--- src/hdl/uart_flow_pkg.sv ---
/*
 Constants, register map, field positions and carrier types of the UART flow-control block.
 Assumes a 64-entry receive FIFO whose fill level arrives as a 7-bit count from 0 to 64.
*/
`default_nettype none

package uart_flow_pkg;

   localparam int LVL_W = 7;
   localparam int ADDR_W = 4;

   // Register offsets on the plain register port
   localparam logic [3:0] ADDR_FIFO_CONTROL = 4'h0;
   localparam logic [3:0] ADDR_TRIGGER_LEVEL = 4'h1;
   localparam logic [3:0] ADDR_TRANSMISSION_CONTROL = 4'h2;
   localparam logic [3:0] ADDR_ENHANCED_FEATURE = 4'h3;
   localparam logic [3:0] ADDR_MODEM_CONTROL = 4'h4;
   localparam logic [3:0] ADDR_INTERRUPT_ENABLE = 4'h5;
   localparam logic [3:0] ADDR_INTERRUPT_IDENT = 4'h6;
   localparam logic [3:0] ADDR_PAUSE_FIRST = 4'h7;
   localparam logic [3:0] ADDR_PAUSE_SECOND = 4'h8;
   localparam logic [3:0] ADDR_RESUME_FIRST = 4'h9;
   localparam logic [3:0] ADDR_RESUME_SECOND = 4'hA;
   localparam logic [3:0] ADDR_FLOW_STATUS = 4'hB;

   // Field positions
   localparam int FIFO_ENABLE = 0;
   localparam int FIFO_TX_SEL = 4;
   localparam int FIFO_RX_SEL = 6;
   localparam int TRIG_TX = 0;
   localparam int TRIG_RX = 4;
   localparam int LVL_HALT = 0;
   localparam int LVL_RESUME = 4;
   localparam int FEAT_RX_FLOW = 0;
   localparam int FEAT_TX_FLOW = 2;
   localparam int FEAT_SPECIAL = 5;
   localparam int FEAT_AUTO_RTS = 6;
   localparam int FEAT_AUTO_CTS = 7;
   localparam int MODEM_RTS = 1;
   localparam int MODEM_ANY_RESUME = 5;
   localparam int IRQ_EN_PAUSE = 5;

   // Software flow selections
   localparam logic [1:0] FLOW_NONE = 2'h0;
   localparam logic [1:0] FLOW_SECOND = 2'h1;
   localparam logic [1:0] FLOW_FIRST = 2'h2;
   localparam logic [1:0] FLOW_BOTH = 2'h3;

   // Level tables, indexed by the two-bit selectable field
   localparam logic [3:0][6:0] RX_SEL_LVL = {7'h3C, 7'h38, 7'h10, 7'h08};
   localparam logic [3:0][6:0] RX_LOW_LVL = {7'h38, 7'h10, 7'h08, 7'h00};
   localparam logic [3:0][6:0] TX_SEL_LVL = {7'h38, 7'h20, 7'h10, 7'h08};
   localparam logic [6:0] LVL_ONE = 7'h01;

   localparam logic [7:0] IDENT_NONE = 8'h01;
   localparam logic [7:0] IDENT_PAUSE = 8'h10;

   typedef enum logic [1:0] {SEND_IDLE, SEND_FIRST, SEND_SECOND} send_t;

   typedef struct packed {
      logic [3:0] addr;
      logic [7:0] wdata;
      logic wr;
      logic rd;
   } reg_req_t;

   typedef struct packed {
      logic start;
      logic from_fifo;
      logic [7:0] data;
   } tx_cmd_t;

   typedef struct packed {
      logic valid;
      logic [7:0] data;
   } rx_char_t;

   // Nibble level in steps of four characters
   function automatic logic [6:0] nibble_lvl(input logic [3:0] n);
      nibble_lvl = {1'b0, n, 2'b00};
   endfunction : nibble_lvl

   // Low-order bits kept for word lengths 5 to 8
   function automatic logic [7:0] char_mask(input logic [1:0] wlen);
      case (wlen)
         2'h0: char_mask = 8'h1F;
         2'h1: char_mask = 8'h3F;
         2'h2: char_mask = 8'h7F;
         default: char_mask = 8'hFF;
      endcase
   endfunction : char_mask

endpackage : uart_flow_pkg

`default_nettype wire

--- src/hdl/uart_flow_control.sv ---
/*
 Flow-control logic of a single-channel UART: trigger levels, automatic RTS/CTS handshake,
 software pause/resume characters, special character detection and the pause interrupt flag.
 Assumes transmitter, receiver and FIFOs on the same clock; cts_n arrives from a pin.
*/
// What this block does
// - FIFOs disabled after reset, trigger one character
// - Independent triggers; zero programmable falls back selectable
// - Auto CTS and auto RTS enabled separately
// - Bit 6 auto RTS, bit 7 auto CTS
// - Auto CTS: FIFO bytes start only while CTS low
// - RTS active below halt level, drops there
// - RTS returns at resume level after halting
// - Halt and resume fields both zero use selectable levels
// - Still accept one late character after halt
// - CTS sampled before each FIFO byte; current finishes
// - CTS back low resumes queued characters
// - No CTS interrupts under auto; else ignore CTS
// - Transmit pause/resume selection by bits 3:2
// - Receive comparison selection by bits 1:0
// - Any character but a pause resumes after pause when enabled
// - First and second resume both taken when compared; neither stored
// - Special character flags, stored, ident read clears
// - Pause character stops transmitter, sets flag, interrupt
// - Resume characters restart transmitter, clear flag
// - Send pause when fill passes halt level
// - Send resume when fill reaches resume level
// - Flow characters framed as data, masked width
// - Pause and resume characters survive every reset
`default_nettype none

module uart_flow_control
(
   input wire logic clk_sys,
   input wire logic rst,
   input wire logic ce,
   input wire uart_flow_pkg::reg_req_t req,
   output logic [7:0] rdata,
   input wire logic [1:0] word_len,
   input wire logic [uart_flow_pkg::LVL_W-1:0] rx_fifo_level,
   input wire logic tx_fifo_empty,
   input wire logic tx_ready,
   output uart_flow_pkg::tx_cmd_t tx_cmd,
   input wire uart_flow_pkg::rx_char_t rx_in,
   output uart_flow_pkg::rx_char_t rx_store,
   input wire logic cts_n,
   output logic rts_n,
   output logic pause_irq_n,
   output logic modem_irq_allow,
   output logic [uart_flow_pkg::LVL_W-1:0] rx_trig_lvl,
   output logic [uart_flow_pkg::LVL_W-1:0] tx_trig_lvl
);
   import uart_flow_pkg::*;

   typedef struct packed {
      logic [7:0] fifo_ctl;
      logic [7:0] trig_cfg;
      logic [7:0] flow_lvl;
      logic [7:0] feat;
      logic [7:0] modem;
      logic [7:0] irq_en;
      logic [7:0] pause1;
      logic [7:0] pause2;
      logic [7:0] resume1;
      logic [7:0] resume2;
      logic cts_s1;
      logic cts_s2;
      logic rts_act;
      logic rts_n;
      logic remote_paused;
      logic local_paused;
      logic pause_half;
      logic resume_half;
      logic flag;
      logic flag_special;
      send_t send_st;
      logic send_pause;
      tx_cmd_t tx;
      rx_char_t store;
      logic [7:0] rdata;
      logic [6:0] rx_trig;
      logic [6:0] tx_trig;
   } st_t;

   st_t st_q;
   st_t st_d;

   logic auto_cts;
   logic auto_rts;
   logic cts_seen;
   logic cts_ok;
   logic [6:0] halt_lvl;
   logic [6:0] resume_lvl;
   logic [1:0] tx_mode;
   logic [1:0] rx_mode;
   logic [7:0] mask;
   logic [7:0] rx_c;
   logic seq_mode;
   logic use_first;
   logic use_second;
   logic pause_hit;
   logic resume_hit;
   logic special_hit;
   logic consume;
   logic iir_read;
   logic [7:0] flow_char;

   assign auto_cts = st_q.feat[FEAT_AUTO_CTS];
   assign auto_rts = st_q.feat[FEAT_AUTO_RTS];
   assign cts_seen = st_q.cts_s2;
   assign tx_mode = st_q.feat[FEAT_TX_FLOW +: 2];
   assign rx_mode = st_q.feat[FEAT_RX_FLOW +: 2];

   always_comb
   begin
      st_d = st_q;
      st_d.tx.start = 1'b0;
      st_d.store.valid = 1'b0;
      st_d.rdata = 8'h00;
      mask = char_mask(word_len);
      rx_c = rx_in.data & mask;
      iir_read = req.rd && (req.addr == ADDR_INTERRUPT_IDENT);

      // Register writes
      if (req.wr)
      begin
         if (req.addr == ADDR_FIFO_CONTROL)
            st_d.fifo_ctl = req.wdata;
         else if (req.addr == ADDR_TRIGGER_LEVEL)
            st_d.trig_cfg = req.wdata;
         else if (req.addr == ADDR_TRANSMISSION_CONTROL)
            st_d.flow_lvl = req.wdata;
         else if (req.addr == ADDR_ENHANCED_FEATURE)
            st_d.feat = req.wdata;
         else if (req.addr == ADDR_MODEM_CONTROL)
            st_d.modem = req.wdata;
         else if (req.addr == ADDR_INTERRUPT_ENABLE)
            st_d.irq_en = req.wdata;
         else if (req.addr == ADDR_PAUSE_FIRST)
            st_d.pause1 = req.wdata;
         else if (req.addr == ADDR_PAUSE_SECOND)
            st_d.pause2 = req.wdata;
         else if (req.addr == ADDR_RESUME_FIRST)
            st_d.resume1 = req.wdata;
         else if (req.addr == ADDR_RESUME_SECOND)
            st_d.resume2 = req.wdata;
      end

      // Register reads, data one cycle later
      if (req.rd)
      begin
         if (req.addr == ADDR_FIFO_CONTROL)
            st_d.rdata = st_q.fifo_ctl;
         else if (req.addr == ADDR_TRIGGER_LEVEL)
            st_d.rdata = st_q.trig_cfg;
         else if (req.addr == ADDR_TRANSMISSION_CONTROL)
            st_d.rdata = st_q.flow_lvl;
         else if (req.addr == ADDR_ENHANCED_FEATURE)
            st_d.rdata = st_q.feat;
         else if (req.addr == ADDR_MODEM_CONTROL)
            st_d.rdata = st_q.modem;
         else if (req.addr == ADDR_INTERRUPT_ENABLE)
            st_d.rdata = st_q.irq_en;
         else if (req.addr == ADDR_INTERRUPT_IDENT)
            st_d.rdata = (st_q.flag && st_q.irq_en[IRQ_EN_PAUSE]) ? IDENT_PAUSE : IDENT_NONE;
         else if (req.addr == ADDR_PAUSE_FIRST)
            st_d.rdata = st_q.pause1;
         else if (req.addr == ADDR_PAUSE_SECOND)
            st_d.rdata = st_q.pause2;
         else if (req.addr == ADDR_RESUME_FIRST)
            st_d.rdata = st_q.resume1;
         else if (req.addr == ADDR_RESUME_SECOND)
            st_d.rdata = st_q.resume2;
         else if (req.addr == ADDR_FLOW_STATUS)
            st_d.rdata = {st_q.flag, st_q.flag_special, st_q.local_paused, st_q.remote_paused,
                          st_q.rts_act, cts_seen, st_q.pause_half, st_q.resume_half};
      end

      // CTS pin synchroniser
      st_d.cts_s1 = cts_n;
      st_d.cts_s2 = st_q.cts_s1;

      // Interrupt trigger levels
      if (!st_q.fifo_ctl[FIFO_ENABLE])
      begin
         st_d.rx_trig = LVL_ONE;
         st_d.tx_trig = LVL_ONE;
      end
      else
      begin
         st_d.rx_trig = (st_q.trig_cfg[TRIG_RX +: 4] != 4'h0) ? nibble_lvl(st_q.trig_cfg[TRIG_RX +: 4])
                        : RX_SEL_LVL[st_q.fifo_ctl[FIFO_RX_SEL +: 2]];
         st_d.tx_trig = (st_q.trig_cfg[TRIG_TX +: 4] != 4'h0) ? nibble_lvl(st_q.trig_cfg[TRIG_TX +: 4])
                        : TX_SEL_LVL[st_q.fifo_ctl[FIFO_TX_SEL +: 2]];
      end

      // Halt and resume levels
      if (st_q.flow_lvl == 8'h00)
      begin
         halt_lvl = RX_SEL_LVL[st_q.fifo_ctl[FIFO_RX_SEL +: 2]];
         resume_lvl = RX_LOW_LVL[st_q.fifo_ctl[FIFO_RX_SEL +: 2]];
      end
      else
      begin
         halt_lvl = nibble_lvl(st_q.flow_lvl[LVL_HALT +: 4]);
         resume_lvl = nibble_lvl(st_q.flow_lvl[LVL_RESUME +: 4]);
      end

      // Automatic RTS, halt wins over resume
      if (auto_rts)
      begin
         if (rx_fifo_level >= halt_lvl)
            st_d.rts_act = 1'b0;
         else if (!st_q.rts_act && (rx_fifo_level <= resume_lvl))
            st_d.rts_act = 1'b1;
      end
      else
      begin
         st_d.rts_act = 1'b1;
      end
      st_d.rts_n = auto_rts ? !st_d.rts_act : !st_q.modem[MODEM_RTS];

      // Decide sending of own pause or resume characters
      if ((tx_mode != FLOW_NONE) && (st_q.send_st == SEND_IDLE))
      begin
         if (!st_q.local_paused && (rx_fifo_level > halt_lvl))
         begin
            st_d.send_st = SEND_FIRST;
            st_d.send_pause = 1'b1;
            st_d.local_paused = 1'b1;
         end
         else if (st_q.local_paused && (rx_fifo_level <= resume_lvl))
         begin
            st_d.send_st = SEND_FIRST;
            st_d.send_pause = 1'b0;
            st_d.local_paused = 1'b0;
         end
      end
      else if (tx_mode == FLOW_NONE)
      begin
         st_d.local_paused = 1'b0;
      end

      // Transmitter start; CTS looked at only when a byte is about to start
      cts_ok = !auto_cts || !cts_seen;
      if (st_q.send_pause)
         flow_char = ((st_q.send_st == SEND_SECOND) || (tx_mode == FLOW_SECOND)) ? st_q.pause2 : st_q.pause1;
      else
         flow_char = ((st_q.send_st == SEND_SECOND) || (tx_mode == FLOW_SECOND)) ? st_q.resume2 : st_q.resume1;
      if (tx_ready && !st_q.tx.start)
      begin
         if (st_q.send_st != SEND_IDLE)
         begin
            st_d.tx.start = 1'b1;
            st_d.tx.from_fifo = 1'b0;
            st_d.tx.data = flow_char & mask;
            st_d.send_st = ((st_q.send_st == SEND_FIRST) && (tx_mode == FLOW_BOTH)) ? SEND_SECOND
                           : SEND_IDLE;
         end
         else if (!tx_fifo_empty && cts_ok && !st_q.remote_paused)
         begin
            st_d.tx.start = 1'b1;
            st_d.tx.from_fifo = 1'b1;
            st_d.tx.data = 8'h00;
         end
      end

      // Receive comparison
      seq_mode = (rx_mode == FLOW_BOTH) && ((tx_mode == FLOW_NONE) || (tx_mode == FLOW_BOTH));
      use_first = (rx_mode == FLOW_FIRST) || (rx_mode == FLOW_BOTH);
      use_second = (rx_mode == FLOW_SECOND) || (rx_mode == FLOW_BOTH);
      pause_hit = 1'b0;
      resume_hit = 1'b0;
      special_hit = 1'b0;
      consume = 1'b0;
      if (rx_in.valid)
      begin
         if (seq_mode)
         begin
            if (st_q.pause_half && (rx_c == (st_q.pause2 & mask)))
            begin
               pause_hit = 1'b1;
               consume = 1'b1;
               st_d.pause_half = 1'b0;
            end
            else
            begin
               st_d.pause_half = (rx_c == (st_q.pause1 & mask));
               consume = st_d.pause_half;
            end
            if (st_q.resume_half && (rx_c == (st_q.resume2 & mask)))
            begin
               resume_hit = 1'b1;
               consume = 1'b1;
               st_d.resume_half = 1'b0;
            end
            else
            begin
               st_d.resume_half = (rx_c == (st_q.resume1 & mask));
               consume = consume || st_d.resume_half;
            end
         end
         else
         begin
            pause_hit = (use_first && (rx_c == (st_q.pause1 & mask)))
                        || (use_second && (rx_c == (st_q.pause2 & mask)));
            resume_hit = (use_first && (rx_c == (st_q.resume1 & mask)))
                         || (use_second && (rx_c == (st_q.resume2 & mask)));
            consume = pause_hit || resume_hit;
            st_d.pause_half = 1'b0;
            st_d.resume_half = 1'b0;
         end
         // Generic resume: any character but a pause ends the pause; it is stored as data unless it matches a flow character
         if (st_q.modem[MODEM_ANY_RESUME] && st_q.remote_paused && !pause_hit)
            resume_hit = 1'b1;
         if (st_q.feat[FEAT_SPECIAL] && !consume && (rx_c == (st_q.pause2 & mask)))
            special_hit = 1'b1;
         // Data keeps flowing into the FIFO whatever RTS shows
         if (!consume)
         begin
            st_d.store.valid = 1'b1;
            st_d.store.data = rx_in.data;
         end
      end

      // Remote pause state
      if (pause_hit)
         st_d.remote_paused = 1'b1;
      else if (resume_hit || (rx_mode == FLOW_NONE && !st_q.modem[MODEM_ANY_RESUME]))
         st_d.remote_paused = 1'b0;

      // Pause flag, a set in the same cycle wins over a clear
      if (iir_read && st_q.flag_special)
         st_d.flag = 1'b0;
      if (resume_hit && !st_q.flag_special)
         st_d.flag = 1'b0;
      if (pause_hit)
      begin
         st_d.flag = 1'b1;
         st_d.flag_special = 1'b0;
      end
      else if (special_hit)
      begin
         st_d.flag = 1'b1;
         st_d.flag_special = 1'b1;
      end

      // Reset keeps the four flow characters
      if (rst)
      begin
         st_d = st_t'('0);
         st_d.pause1 = st_q.pause1;
         st_d.pause2 = st_q.pause2;
         st_d.resume1 = st_q.resume1;
         st_d.resume2 = st_q.resume2;
         st_d.cts_s1 = 1'b1;
         st_d.cts_s2 = 1'b1;
         st_d.rts_act = 1'b1;
         st_d.rts_n = 1'b1;
         st_d.send_st = SEND_IDLE;
         st_d.rx_trig = LVL_ONE;
         st_d.tx_trig = LVL_ONE;
      end
   end

   always_ff @(posedge clk_sys)
   begin
      if (rst || ce)
         st_q <= st_d;
   end

   assign rdata = st_q.rdata;
   assign tx_cmd = st_q.tx;
   assign rx_store = st_q.store;
   assign rts_n = st_q.rts_n;
   assign pause_irq_n = !(st_q.flag && st_q.irq_en[IRQ_EN_PAUSE]);
   assign modem_irq_allow = !auto_cts;
   assign rx_trig_lvl = st_q.rx_trig;
   assign tx_trig_lvl = st_q.tx_trig;

   a_reset_trig_one:
   assert property (@(posedge clk_sys) disable iff (rst)
      $past(rst) |-> (rx_trig_lvl == LVL_ONE) && (tx_trig_lvl == LVL_ONE))
      else $error("trigger level not one after reset");

   a_cts_gates_start:
   assert property (@(posedge clk_sys) disable iff (rst)
      ce && $past(ce) && tx_cmd.start && tx_cmd.from_fifo && $past(auto_cts) |-> !$past(cts_seen))
      else $error("byte started while clear to send inactive");

   a_rts_halt_drop:
   assert property (@(posedge clk_sys) disable iff (rst)
      ce && auto_rts && (rx_fifo_level >= halt_lvl) |=> rts_n)
      else $error("request to send active at halt level");

   a_rts_resume_back:
   assert property (@(posedge clk_sys) disable iff (rst)
      ce && auto_rts && rts_n && (rx_fifo_level <= resume_lvl) && (rx_fifo_level < halt_lvl) |=> !rts_n)
      else $error("request to send not restored at resume level");

   a_paused_no_data:
   assert property (@(posedge clk_sys) disable iff (rst)
      ce && st_q.remote_paused |=> !(tx_cmd.start && tx_cmd.from_fifo))
      else $error("data sent while paused by remote");

   a_resume_clears_flag:
   assert property (@(posedge clk_sys) disable iff (rst)
      ce && resume_hit && !pause_hit && !special_hit && !st_q.flag_special |=> !st_q.flag && !st_q.remote_paused)
      else $error("resume did not clear pause state");

   a_special_stored:
   assert property (@(posedge clk_sys) disable iff (rst)
      ce && special_hit |=> rx_store.valid && st_q.flag && !st_q.remote_paused)
      else $error("special character not stored or flagged");

   a_flow_char_masked:
   assert property (@(posedge clk_sys) disable iff (rst)
      ce && $past(ce) && tx_cmd.start && !tx_cmd.from_fifo |-> (tx_cmd.data & ~char_mask($past(word_len))) == 8'h00)
      else $error("flow character wider than word length");

   a_pause_sent_first:
   assert property (@(posedge clk_sys) disable iff (rst)
      ce && (tx_mode != FLOW_NONE) && (st_q.send_st == SEND_IDLE) && !st_q.local_paused
      && (rx_fifo_level > halt_lvl) |=> st_q.send_pause && (st_q.send_st == SEND_FIRST))
      else $error("pause character not queued past halt level");

endmodule : uart_flow_control

`default_nettype wire

--- config.mk ---
export PLATFORM = sky130hd
export DESIGN_NAME = uart_flow_control
export DESIGN_NICKNAME = d
export VERILOG_FILES = /design/src/hdl/uart_flow_pkg.sv /design/src/hdl/uart_flow_control.sv
export SDC_FILE = /design/constraint.sdc
export NUM_CORES = 1
export LEC_CHECK = 0
export BUFFER_PORTS_ARGS = -buffer_cell sky130_fd_sc_hd__buf_4
export CORE_MARGIN = 5
export CORE_UTILIZATION = 45
export CTS_CLUSTER_SIZE = 12
export DETAILED_ROUTE_END_ITERATION = 16
export GPL_ROUTABILITY_DRIVEN = 0
export HOLD_SLACK_MARGIN = 0.02
export PLACE_DENSITY = 0.67
export SLEW_MARGIN = 15
export SYNTH_ARGS = -nofsm -noshare
export SYNTH_HDL_FRONTEND = slang
export SYNTH_SLANG_ARGS = --single-unit
--- constraint.sdc ---
create_clock -name clk_sys -period 4.1 [get_ports clk_sys]
set_clock_uncertainty 0.2 [all_clocks]
set_input_delay 0.41 -clock clk_sys [delete_from_list [all_inputs] [get_ports clk_sys]]
set_output_delay 0.41 -clock clk_sys [all_outputs]
set_load 0.02 [all_outputs]
==> flow_metrics.py, run 1 <==
metrics = {
    "run_status": {
        "status": "finished, final reports clean",
    },
    "worst_setup_path": {
        "r2r_start": "st_q[112]",
        "crit_path_start_kind": "register",
        "worstSetupPathType": "register to register",
        "cp_num_buf_inv": 0,
        "worstPathRequired_ns": 4.07,
        "crit_path_end_kind": "register",
        "crit_cells": 12,
        "cp_slowest_cell": "or4_1",
        "r2r_slack_ns": 0.45,
        "crit_path_max_fanout": 6,
        "critPathArrivalTime_ns": 3.63,
        "critPathTopFamily": "simple AND/OR/NAND/NOR gates",
        "r2r-end": "st_q[48]",
        "r2r_cells": 12,
        "worstPathCellList": "or4_1, nor4_1, nor2b_1, a21oi_1, ha_1, nor2b_1, o21a_1, o21ai_0, nand2b_1, a211o_1, a311oi_1, nor2_1",
        "crit_path_frequent_cell": "nor2b_1",
        "max_stage_delay_ns": 0.52,
    },
    "synth": {
        "avgSynthCellArea_um2": 11.37,
        "synth.top_cell.area_share_pct": 54.79,
        "synth_area_mm2": 0.007071,
        "async_flop_share_pct": 0,
        "synth_top_cell_by_area": "edfxtp_1",
        "synth_enable_flop_cells": 129,
        "seq_area_frac_synth_pct": 54.79,
        "yosysWarnings": 0,
        "synthCells": 622,
        "synthDistinctLibCells": 68,
        "ys_ff_latch": 129,
        "ys_top_cells_by_area": "edfxtp_1 55%, buf_4 4.6%, mux4_2 4.5%",
        "ys.flop_type": "edfxtp_1",
    },
    "power": {
        "cellLeakagePower_nw": 3.130,
        "ir_drop_uv": 312.6,
        "powerDensity_mw_per_mm2": 431.8,
    },
    "clocking": {
        "numCtsBuffers": 17,
        "cts_max_level": 4,
        "worstSkewPairLatency_ns": 0.42,
        "clock-root-buffer": "clkbuf_16",
        "cts_tree": "done",
        "clock_sinks": 129,
        "cts.path.max_buffers": 2,
        "clk_pin_slew_ns": 0.06,
    },
    "worst_hold_path": {
        "hp-start": "cts_n",
        "holdPathStages": 2,
        "hp-class": "input pin to register",
        "hold_end": "st_q[53]",
    },
    "die": {
        "num_rows": 45,
        "die_w_um": 135.4,
        "core-area_mm2": 0.01531,
        "initial_core_util_pct": 46.17,
        "die_area_mm2": 0.01832,
        "die_y_um": 135.4,
        "io_pins": 82,
    },
    "routing": {
        "vias": 5207,
        "routedWlPerCell_um": 21.40,
        "drt-total-wl_um": 18830,
        "detail_route.vias_per_cell": 5.917,
        "final_antenna_net_count": 0,
        "drc": 0,
        "first_pass_iters": 5,
        "drt-initial-drc-count": 735,
    },
    "timing": {
        "layout_min_cycle_time_ns": 3.651,
        "worstMarginPinSlew_ns": 1.073,
        "rsz0062_at_grt": "false",
        "slew_headroom_pct": 27.69,
        "finalWorstSetupSlack_ns": 0.4494,
        "slew_viol_final": 0,
        "final_hold_viol_count": 0,
        "setup-violations-final": 0,
        "period_share_pct": 89.04,
        "fmax_mhz": 273.9,
        "setup_tns_ns": 0,
    },
    "place": {
        "portBuffers": 77,
        "dp.cells": 840,
        "pre_cts_ws_ns": 0.5195,
        "place_hpwl_um": 13710,
    },
    "global_route": {
        "antenna_found_initial": 0,
        "gr-usage-all-layers_pct": 21.14,
        "grt_overflow": 0,
        "grt_start_max_net_pins": 42,
        "grt_pass1_wl_um": 29200,
        "first_global_vias": 5163,
    },
    "final_layout": {
        "antennaDiodeCount": 0,
        "area_delta_synth_final_pct": 14.83,
        "layout.nets": 705,
        "final_cells": 880,
        "layout-drive-gt1-share_pct": 21.23,
    },
    "flow_run": {
        "maxCapViolCount": 0,
    },
}
-- worst max-delay path by stage --
stage	slack, ns	startpoint	end
2_1_floorplan	0.77	st_q[112]	st_q[48]
3_3_place_gp	0.61	st_q[112]	rts_n
3_5_place_dp	0.52	st_q[112]	st_q[48]
4_1_cts	0.46	st_q[112]	st_q[48]
5_1_grt	0.02	st_q[112]	rts_n
6_report	0.45	st_q[112]	st_q[48]
-- cells in the mapped netlist, types with 4 or more instances --
cell      count
edfxtp_1    129
nor2_1       75
buf_4        43
nand2_1      39
xor2_1       32
o21ai_0      30
a21oi_1      25
inv_1        23
and3_1       16
clkbuf_1     16
buf_2        14
mux4_2       14
nand2b_1     13
ha_1         11
o22ai_1      11
nor3_1       10
a31oi_1       9
nand3_1       9
nor2b_1       9
and2_1        8
or2_2         5
a211oi_1      4
a22oi_1       4
nor4_1        4
nor4b_1       4
-- kinds of logic (layout without fill, tap and decap cells) --
group	Yosys count	count (layout)	share of synthesized area [%]
AOI/OAI and AO/OA	125	125	11.73
xor gates and xnor gates	33	33	4.088
adders and majority gates	11	11	1.947
buffers and inverters	100	144	8.087
DFF	129	129	54.79
muxes	18	18	5.079
other	1	4	0.05304
and+or+nand+nor	205	205	14.23
-- flip-flops by register name, indices dropped and copies added (netlist names) --
register	cells
tx_cmd	10
st_q	87
tx_trig_lvl	4
rdata	8
auto_cts	1
cts_seen	1
rx_store	9
rx_trig_lvl	5
auto_rts	1
rx_mode	2
rts_n	1
-- cell type report --
class | instances | area [µm²]
multi-input combinational | 396 | 2636
tap | 211 | 264.0
sequential | 129 | 3874
timing repair buffer | 89 | 688.2
clock buffer | 18 | 429.2
fill | 1344 | 7196
clock inverter | 14 | 141.4
inverter | 23 | 86.33
-- through the flow --
stage / utilization [%] / area, µm² / power [mW] / hold slack (ns)
final: 53.01 / 8119 / 3.506 / 0.04699
after global routing: 53.01 / 8119 / 3.626 / 0.04533
after CTS: 53.01 / 8119 / 3.516 / 0.03657
after detailed placement: 48.77 / 7468 / 2.067 / 0.2990
after global placement: 48.77 / 7468 / 2.053 / 0.3027
after floorplan: - / 7082 / 1.933 / 0.2787
-- cells in the final DEF, fill, tap and decap left out, types with 11 or more instances in the layout --
cell	Yosys	layout
edfxtp_1	129	129
buf_4	43	81
nor2_1	75	75
nand2_1	39	39
xor2_1	32	32
o21ai_0	30	27
a21oi_1	25	25
inv_1	23	23
clkbuf_16	0	17
and3_1	16	16
mux4_2	14	14
nand2b_1	13	13
o22ai_1	11	11
ha_1	11	11
-- power by group --
group          internal (mW)  switching (mW)  total (mW)  leakage (nW)
registers               1.55          0.0592        1.61          1.27
clock network          0.890           0.564        1.45         0.273
logic                  0.179           0.267       0.446          1.59
-- what timing repair did --
item,CTS,global route
resized for setup,0,0
hold buffers,8,0
endpoints found under the hold margin,32,0
buffers inserted,0,0
-- routing by layer --
| metal | up-vias | part of all wire [%] | global-route usage (%) |
|---|---|---|---|
| met4 | 0 | 3.0 | 8.455 |
| li1 | 2311 | - | - |
| met5 | - | 0 | 0 |
| met1 | 2534 | 38 | 27.01 |
| met2 | 312 | 49 | 34.51 |
| met3 | 50 | 9.5 | 5.386 |
Note: power is estimated with default switching activity, not from simulation.
==> inputs of run 2 (changes only) <==
--- a/config.mk
+++ b/config.mk
@@ -6,6 +6,7 @@
 export NUM_CORES = 1
 export LEC_CHECK = 0
 export BUFFER_PORTS_ARGS = -buffer_cell sky130_fd_sc_hd__buf_4
+export CORE_ASPECT_RATIO = 2
 export CORE_MARGIN = 5
 export CORE_UTILIZATION = 45
 export CTS_CLUSTER_SIZE = 12
==> flow_metrics.py, run 2 (synthesis gave the netlist of run 1 again) <==
metrics = {
    "worst_hold_path": {
        "hp-class": "input pin to register",
    },
    "routing": {
        "first_pass_iters": 6,
        "drc": 0,
        "routedWlPerCell_um": 20.51,
        "drt-initial-drc-count": 415,
        "drt-total-wl_um": 17840,
        "vias": 5108,
        "final_antenna_net_count": 0,
        "detail_route.vias_per_cell": 5.871,
    },
    "final_layout": {
        "layout-drive-gt1-share_pct": 21.38,
        "regMostFlops": "st_q",
        "layout.nets": 705,
        "area_delta_synth_final_pct": 14.83,
        "final_common_cell": "edfxtp_1",
        "fill_cells": 1400,
        "layout_common_cells": "129 x edfxtp_1, 82 x buf_4, 75 x nor2_1",
        "largest_reg_flops": 87,
        "antennaDiodeCount": 0,
    },
    "global_route": {
        "gr-usage-all-layers_pct": 19.84,
        "grt_pass1_wl_um": 27930,
        "grt_overflow": 0,
        "grt_start_max_net_pins": 42,
        "antenna_found_initial": 0,
        "first_global_vias": 4990,
    },
    "clocking": {
        "clock_sinks": 129,
        "cts_setup_buffers": 0,
        "cts.path.max_buffers": 2,
        "worstSkewPairLatency_ns": 0.42,
        "clock-root-buffer": "clkbuf_16",
        "cts_tree": "done",
        "cts_max_level": 4,
        "numCtsBuffers": 17,
        "clk_pin_slew_ns": 0.06,
    },
    "die": {
        "die_area_mm2": 0.01847,
        "initial_core_util_pct": 45.28,
        "core-area_mm2": 0.01562,
        "num_rows": 65,
        "die_y_um": 187.3,
        "die_w_um": 98.64,
        "io_pins": 82,
    },
    "timing": {
        "whs_ns": 0.02038,
        "slew_headroom_pct": 21.97,
        "setup_tns_ns": 0,
        "setup-violations-final": 0,
        "slew_viol_final": 0,
        "period_share_pct": 89.68,
        "worstMarginPinSlew_ns": 1.158,
        "final_hold_viol_count": 0,
        "fmax_mhz": 272.0,
        "rsz0062_at_grt": "false",
        "layout_min_cycle_time_ns": 3.677,
    },
    "power": {
        "ir_drop_uv": 319.6,
        "switching_share_pct": 25.80,
        "power_mw": 3.550,
        "p_sw_uw": 915.6,
        "clkPwrFrac_pct": 42.5,
        "powerDensity_mw_per_mm2": 437.2,
        "comb_power_share_pct": 12.4,
        "p_seq_share_pct": 45.1,
        "cellLeakagePower_nw": 3.138,
        "internal_power_mw": 2.634,
    },
    "flow_run": {
        "maxCapViolCount": 0,
    },
    "run_status": {
        "status": "finished, final reports clean",
    },
    "worst_setup_path": {
        "critPathCapture": "st_q[48]",
        "r2r_slack_ns": 0.42,
        "r2r-end": "st_q[48]",
        "crit_path_frequent_cell": "nor2b_1",
        "worstPathRequired_ns": 4.08,
        "crit_path_start_kind": "register",
        "worstSetupPathType": "register to register",
        "crit_path_end_kind": "register",
        "r2r_cells": 12,
        "r2r_start": "st_q[112]",
        "cp_slowest_cell": "or4_1",
        "critPathArrivalTime_ns": 3.65,
        "max_stage_delay_ns": 0.54,
        "crit_path_max_fanout": 6,
        "worstPathCellList": "or4_1, nor4_1, nor2b_1, a21oi_1, ha_1, nor2b_1, o21a_1, o21ai_0, nand2b_1, a211o_1, a311oi_1, nor2_1",
        "startpoint": "st_q[112]",
    },
    "place": {
        "portBuffers": 77,
        "place_hpwl_um": 13400,
    },
}
## run 2: per-layer routing
metal	vias to the layer above	routed length, µm	global-route usage (%)
met2	270	9029	33.23
met3	55	1226	3.061
li1	2315	-	-
met4	0	830	10.68
met1	2468	6755	24.30
met5	-	0	0
## run 2: worst min-delay path by stage
| stage | from | endpoint | cells past startpoint |
|---|---|---|---|
| final | req[3] | st_q[63] | 1 |
| after global routing | req[3] | st_q[63] | 1 |
| after CTS | req[3] | st_q[63] | 1 |
| after detailed placement | st_q[53] | cts_seen | 1 |
| after global placement | st_q[53] | cts_seen | 1 |
| after floorplan | st_q[53] | cts_seen | 1 |
## run 2: power by group through the flow
stage / sequential, mW / clock (mW) / combinational, mW
6_report: 1.60 / 1.51 / 0.441
3_3_place_gp: 1.63 / 0 / 0.428
2_1_floorplan: 1.60 / 0 / 0.331
3_5_place_dp: 1.63 / 0 / 0.434
5_1_grt: 1.61 / 1.58 / 0.479
4_1_cts: 1.60 / 1.52 / 0.442
## run 2: metrics by stage
stage	worst slack [ns]	cells	area, µm²	util, %
finish	0.4233	870	8119	52.00
global route	0.2004	870	8119	52.00
CTS	0.4539	870	8119	52.00
detailed placement	0.4924	831	7463	47.80
global placement	0.5602	831	7463	47.80
floorplan	0.7688	625	7082	-
## run 2: layout make-up
type / instances / area (µm²) / area share (%)
Inverter: 23 / 86.33 / 1.063
Multi-Input combinational cell: 396 / 2636 / 32.47
Clock inverter: 13 / 152.6 / 1.880
Clock buffer: 19 / 432.9 / 5.332
Tap cell: 201 / 251.5 / 3.098
Sequential cell: 129 / 3874 / 47.71
Timing Repair Buffer: 89 / 685.7 / 8.445
## run 2: worst max-delay path: cells and delay by family (launching register included)
family | cells | cell delay, ns
fa+ha+maj | 1 | 0.30
simple gates | 6 | 1.46
compound gates | 5 | 1.05
flops | 1 | 0.41
## run 2: timing repair
| item | CTS | global route |
|---|---|---|
| gates resized for setup | 0 | 0 |
| hold endpoints to repair | 28 | 0 |
| hold buffers | 7 | 0 |
==> inputs of run 3 (changes only) <==
--- a/config.mk
+++ b/config.mk
@@ -8,12 +8,13 @@
 export BUFFER_PORTS_ARGS = -buffer_cell sky130_fd_sc_hd__buf_4
 export CORE_ASPECT_RATIO = 2
 export CORE_MARGIN = 5
-export CORE_UTILIZATION = 45
+export CORE_UTILIZATION = 26
 export CTS_CLUSTER_SIZE = 12
 export DETAILED_ROUTE_END_ITERATION = 16
 export GPL_ROUTABILITY_DRIVEN = 0
 export HOLD_SLACK_MARGIN = 0.02
-export PLACE_DENSITY = 0.67
+export PLACE_DENSITY = 0.45
+export SETUP_SLACK_MARGIN = 0.2
 export SLEW_MARGIN = 15
 export SYNTH_ARGS = -nofsm -noshare
 export SYNTH_HDL_FRONTEND = slang
==> flow_metrics.py, run 3 (synthesis gave the netlist of run 1 again) <==
metrics = {
    "clocking": {
        "cts_setup_buffers": 0,
        "numCtsBuffers": 17,
        "cts.path.max_buffers": 2,
        "clock-root-buffer": "clkbuf_16",
        "cts_tree": "done",
        "cts_max_level": 4,
        "worstSkewPairLatency_ns": 0.43,
        "clk_pin_slew_ns": 0.06,
        "clock_sinks": 129,
    },
    "final_layout": {
        "antennaDiodeCount": 0,
        "layout.nets": 710,
        "layout-drive-gt1-share_pct": 21.96,
        "regMostFlops": "st_q",
        "fill_cells": 2706,
        "layout_common_cells": "129 x edfxtp_1, 85 x buf_4, 75 x nor2_1",
        "final_util_pct": 30.97,
        "largest_reg_flops": 87,
        "final_cells": 1022,
        "fin_area_mm2": 0.008333,
        "final_common_cell": "edfxtp_1",
        "area_delta_synth_final_pct": 17.86,
    },
    "timing": {
        "worstMarginPinSlew_ns": 1.164,
        "final_hold_viol_count": 0,
        "setup-violations-final": 0,
        "setup_tns_ns": 0,
        "period_share_pct": 90.30,
        "slew_viol_final": 0,
        "fmax_mhz": 270.1,
        "slew_headroom_pct": 21.58,
        "rsz0062_at_grt": "false",
        "whs_ns": 0.1279,
        "finalWorstSetupSlack_ns": 0.3978,
        "layout_min_cycle_time_ns": 3.702,
    },
    "routing": {
        "drt-total-wl_um": 22750,
        "detail_route.vias_per_cell": 4.982,
        "final_antenna_net_count": 0,
        "drc": 0,
        "first_pass_iters": 5,
        "vias": 5092,
        "drt-initial-drc-count": 366,
        "routedWlPerCell_um": 22.26,
    },
    "global_route": {
        "grt_start_max_net_pins": 42,
        "gr-usage-all-layers_pct": 15.07,
        "grt_overflow": 0,
        "met1_usage_pct": 13.63,
        "use_met3_pct": 3.014,
        "grt_pass1_wl_um": 34110,
        "first_global_vias": 5373,
        "busiest_layer": "met2",
        "met2_usage_pct": 29.45,
        "antenna_found_initial": 0,
    },
    "power": {
        "ir_drop_uv": 297.4,
        "power_mw": 3.554,
        "cellLeakagePower_nw": 3.141,
        "powerDensity_mw_per_mm2": 426.5,
    },
    "worst_setup_path": {
        "critPathArrivalTime_ns": 3.64,
        "crit_path_start_kind": "register",
        "crit_cells": 11,
        "worstPathRequired_ns": 4.04,
        "critPathTopFamily": "simple AND/OR/NAND/NOR gates",
        "worstPathCellList": "or4_1, nor4_1, nor2b_2, a31oi_1, ha_1, nand4b_1, o22ai_1, o32ai_1, nor2_1, o41ai_1, o211ai_1",
        "crit_path_max_fanout": 6,
        "worstSetupPathType": "register to register",
        "cp_num_buf_inv": 0,
        "r2r_cells": 11,
        "crit_path_end_kind": "register",
        "max_stage_delay_ns": 0.53,
        "cp_slowest_cell": "or4_1",
    },
    "place": {
        "placed_area_mm2": 0.007670,
        "pre_cts_ws_ns": 0.4009,
        "place_hpwl_um": 17840,
        "dp.cells": 981,
        "portBuffers": 77,
    },
    "worst_hold_path": {
        "holdPathStages": 2,
        "hp-class": "input pin to register",
    },
    "die": {
        "io_pins": 82,
        "die_y_um": 243.2,
        "num_rows": 85,
        "die_w_um": 126.6,
        "die_area_mm2": 0.03079,
        "core-area_mm2": 0.02691,
        "initial_core_util_pct": 26.28,
    },
    "flow_run": {
        "maxCapViolCount": 0,
    },
    "run_status": {
        "status": "finished, final reports clean",
    },
}
## run 3: cell types whose count changed in the layout (fill, tap and decap cells not counted), sizes merged
cell         delta
buf             +3
clkbuf          -2
dlygate4sd3     +2
inv             -6
clkinvlp        +5
clkinv          +3
## run 3: worst register-to-register path: cells and delay by family, from the launching register on
| family | cells | cell delay [ns] |
|---|---|---|
| and+or+nand+nor | 5 | 1.35 |
| AOI/OAI and AO/OA | 5 | 1.13 |
| DFF | 1 | 0.41 |
| adders and majority gates | 1 | 0.32 |
## run 3: timing repair
action | in CTS | in global routing
hold buffers | 9 | 0
resized for setup | 0 | 1
hold endpoints to repair | 33 | 0
endpoints found under the setup margin | 0 | 2
## run 3: layout make-up
class | count | area [µm²] | share of cell area [%]
Timing Repair Buffer | 94 | 728.2 | 8.739
Clock buffer | 17 | 425.4 | 5.105
Multi-Input combinational cell | 396 | 2639 | 31.67
Tap cell | 348 | 435.4 | 5.225
Inverter | 23 | 86.33 | 1.036
Clock inverter | 15 | 145.1 | 1.742
Sequential cell | 129 | 3874 | 46.49
## run 3: worst paths after layout
kind / startpoint / end / slack (ns)
min: word_len[0] / tx_cmd[7] / 0.13
max reg2reg: st_q[112] / rts_n / 0.40
min reg2reg: st_q[53] / cts_seen / 0.31
max: st_q[112] / rts_n / 0.40
## run 3: report_power, final
| group | internal [mW] | switching, mW | total, mW |
|---|---|---|---|
| clock | 0.885 | 0.589 | 1.47 |
| combinational | 0.184 | 0.286 | 0.470 |
| sequential | 1.55 | 0.0634 | 1.61 |
| total | 2.62 | 0.938 | 3.55 |
## run 3: per-layer routing
metal,vias up,routed length [µm]
li1,2321,-
met1,2506,7251
met2,200,13240
met3,65,866
met4,0,1398
met5,-,0
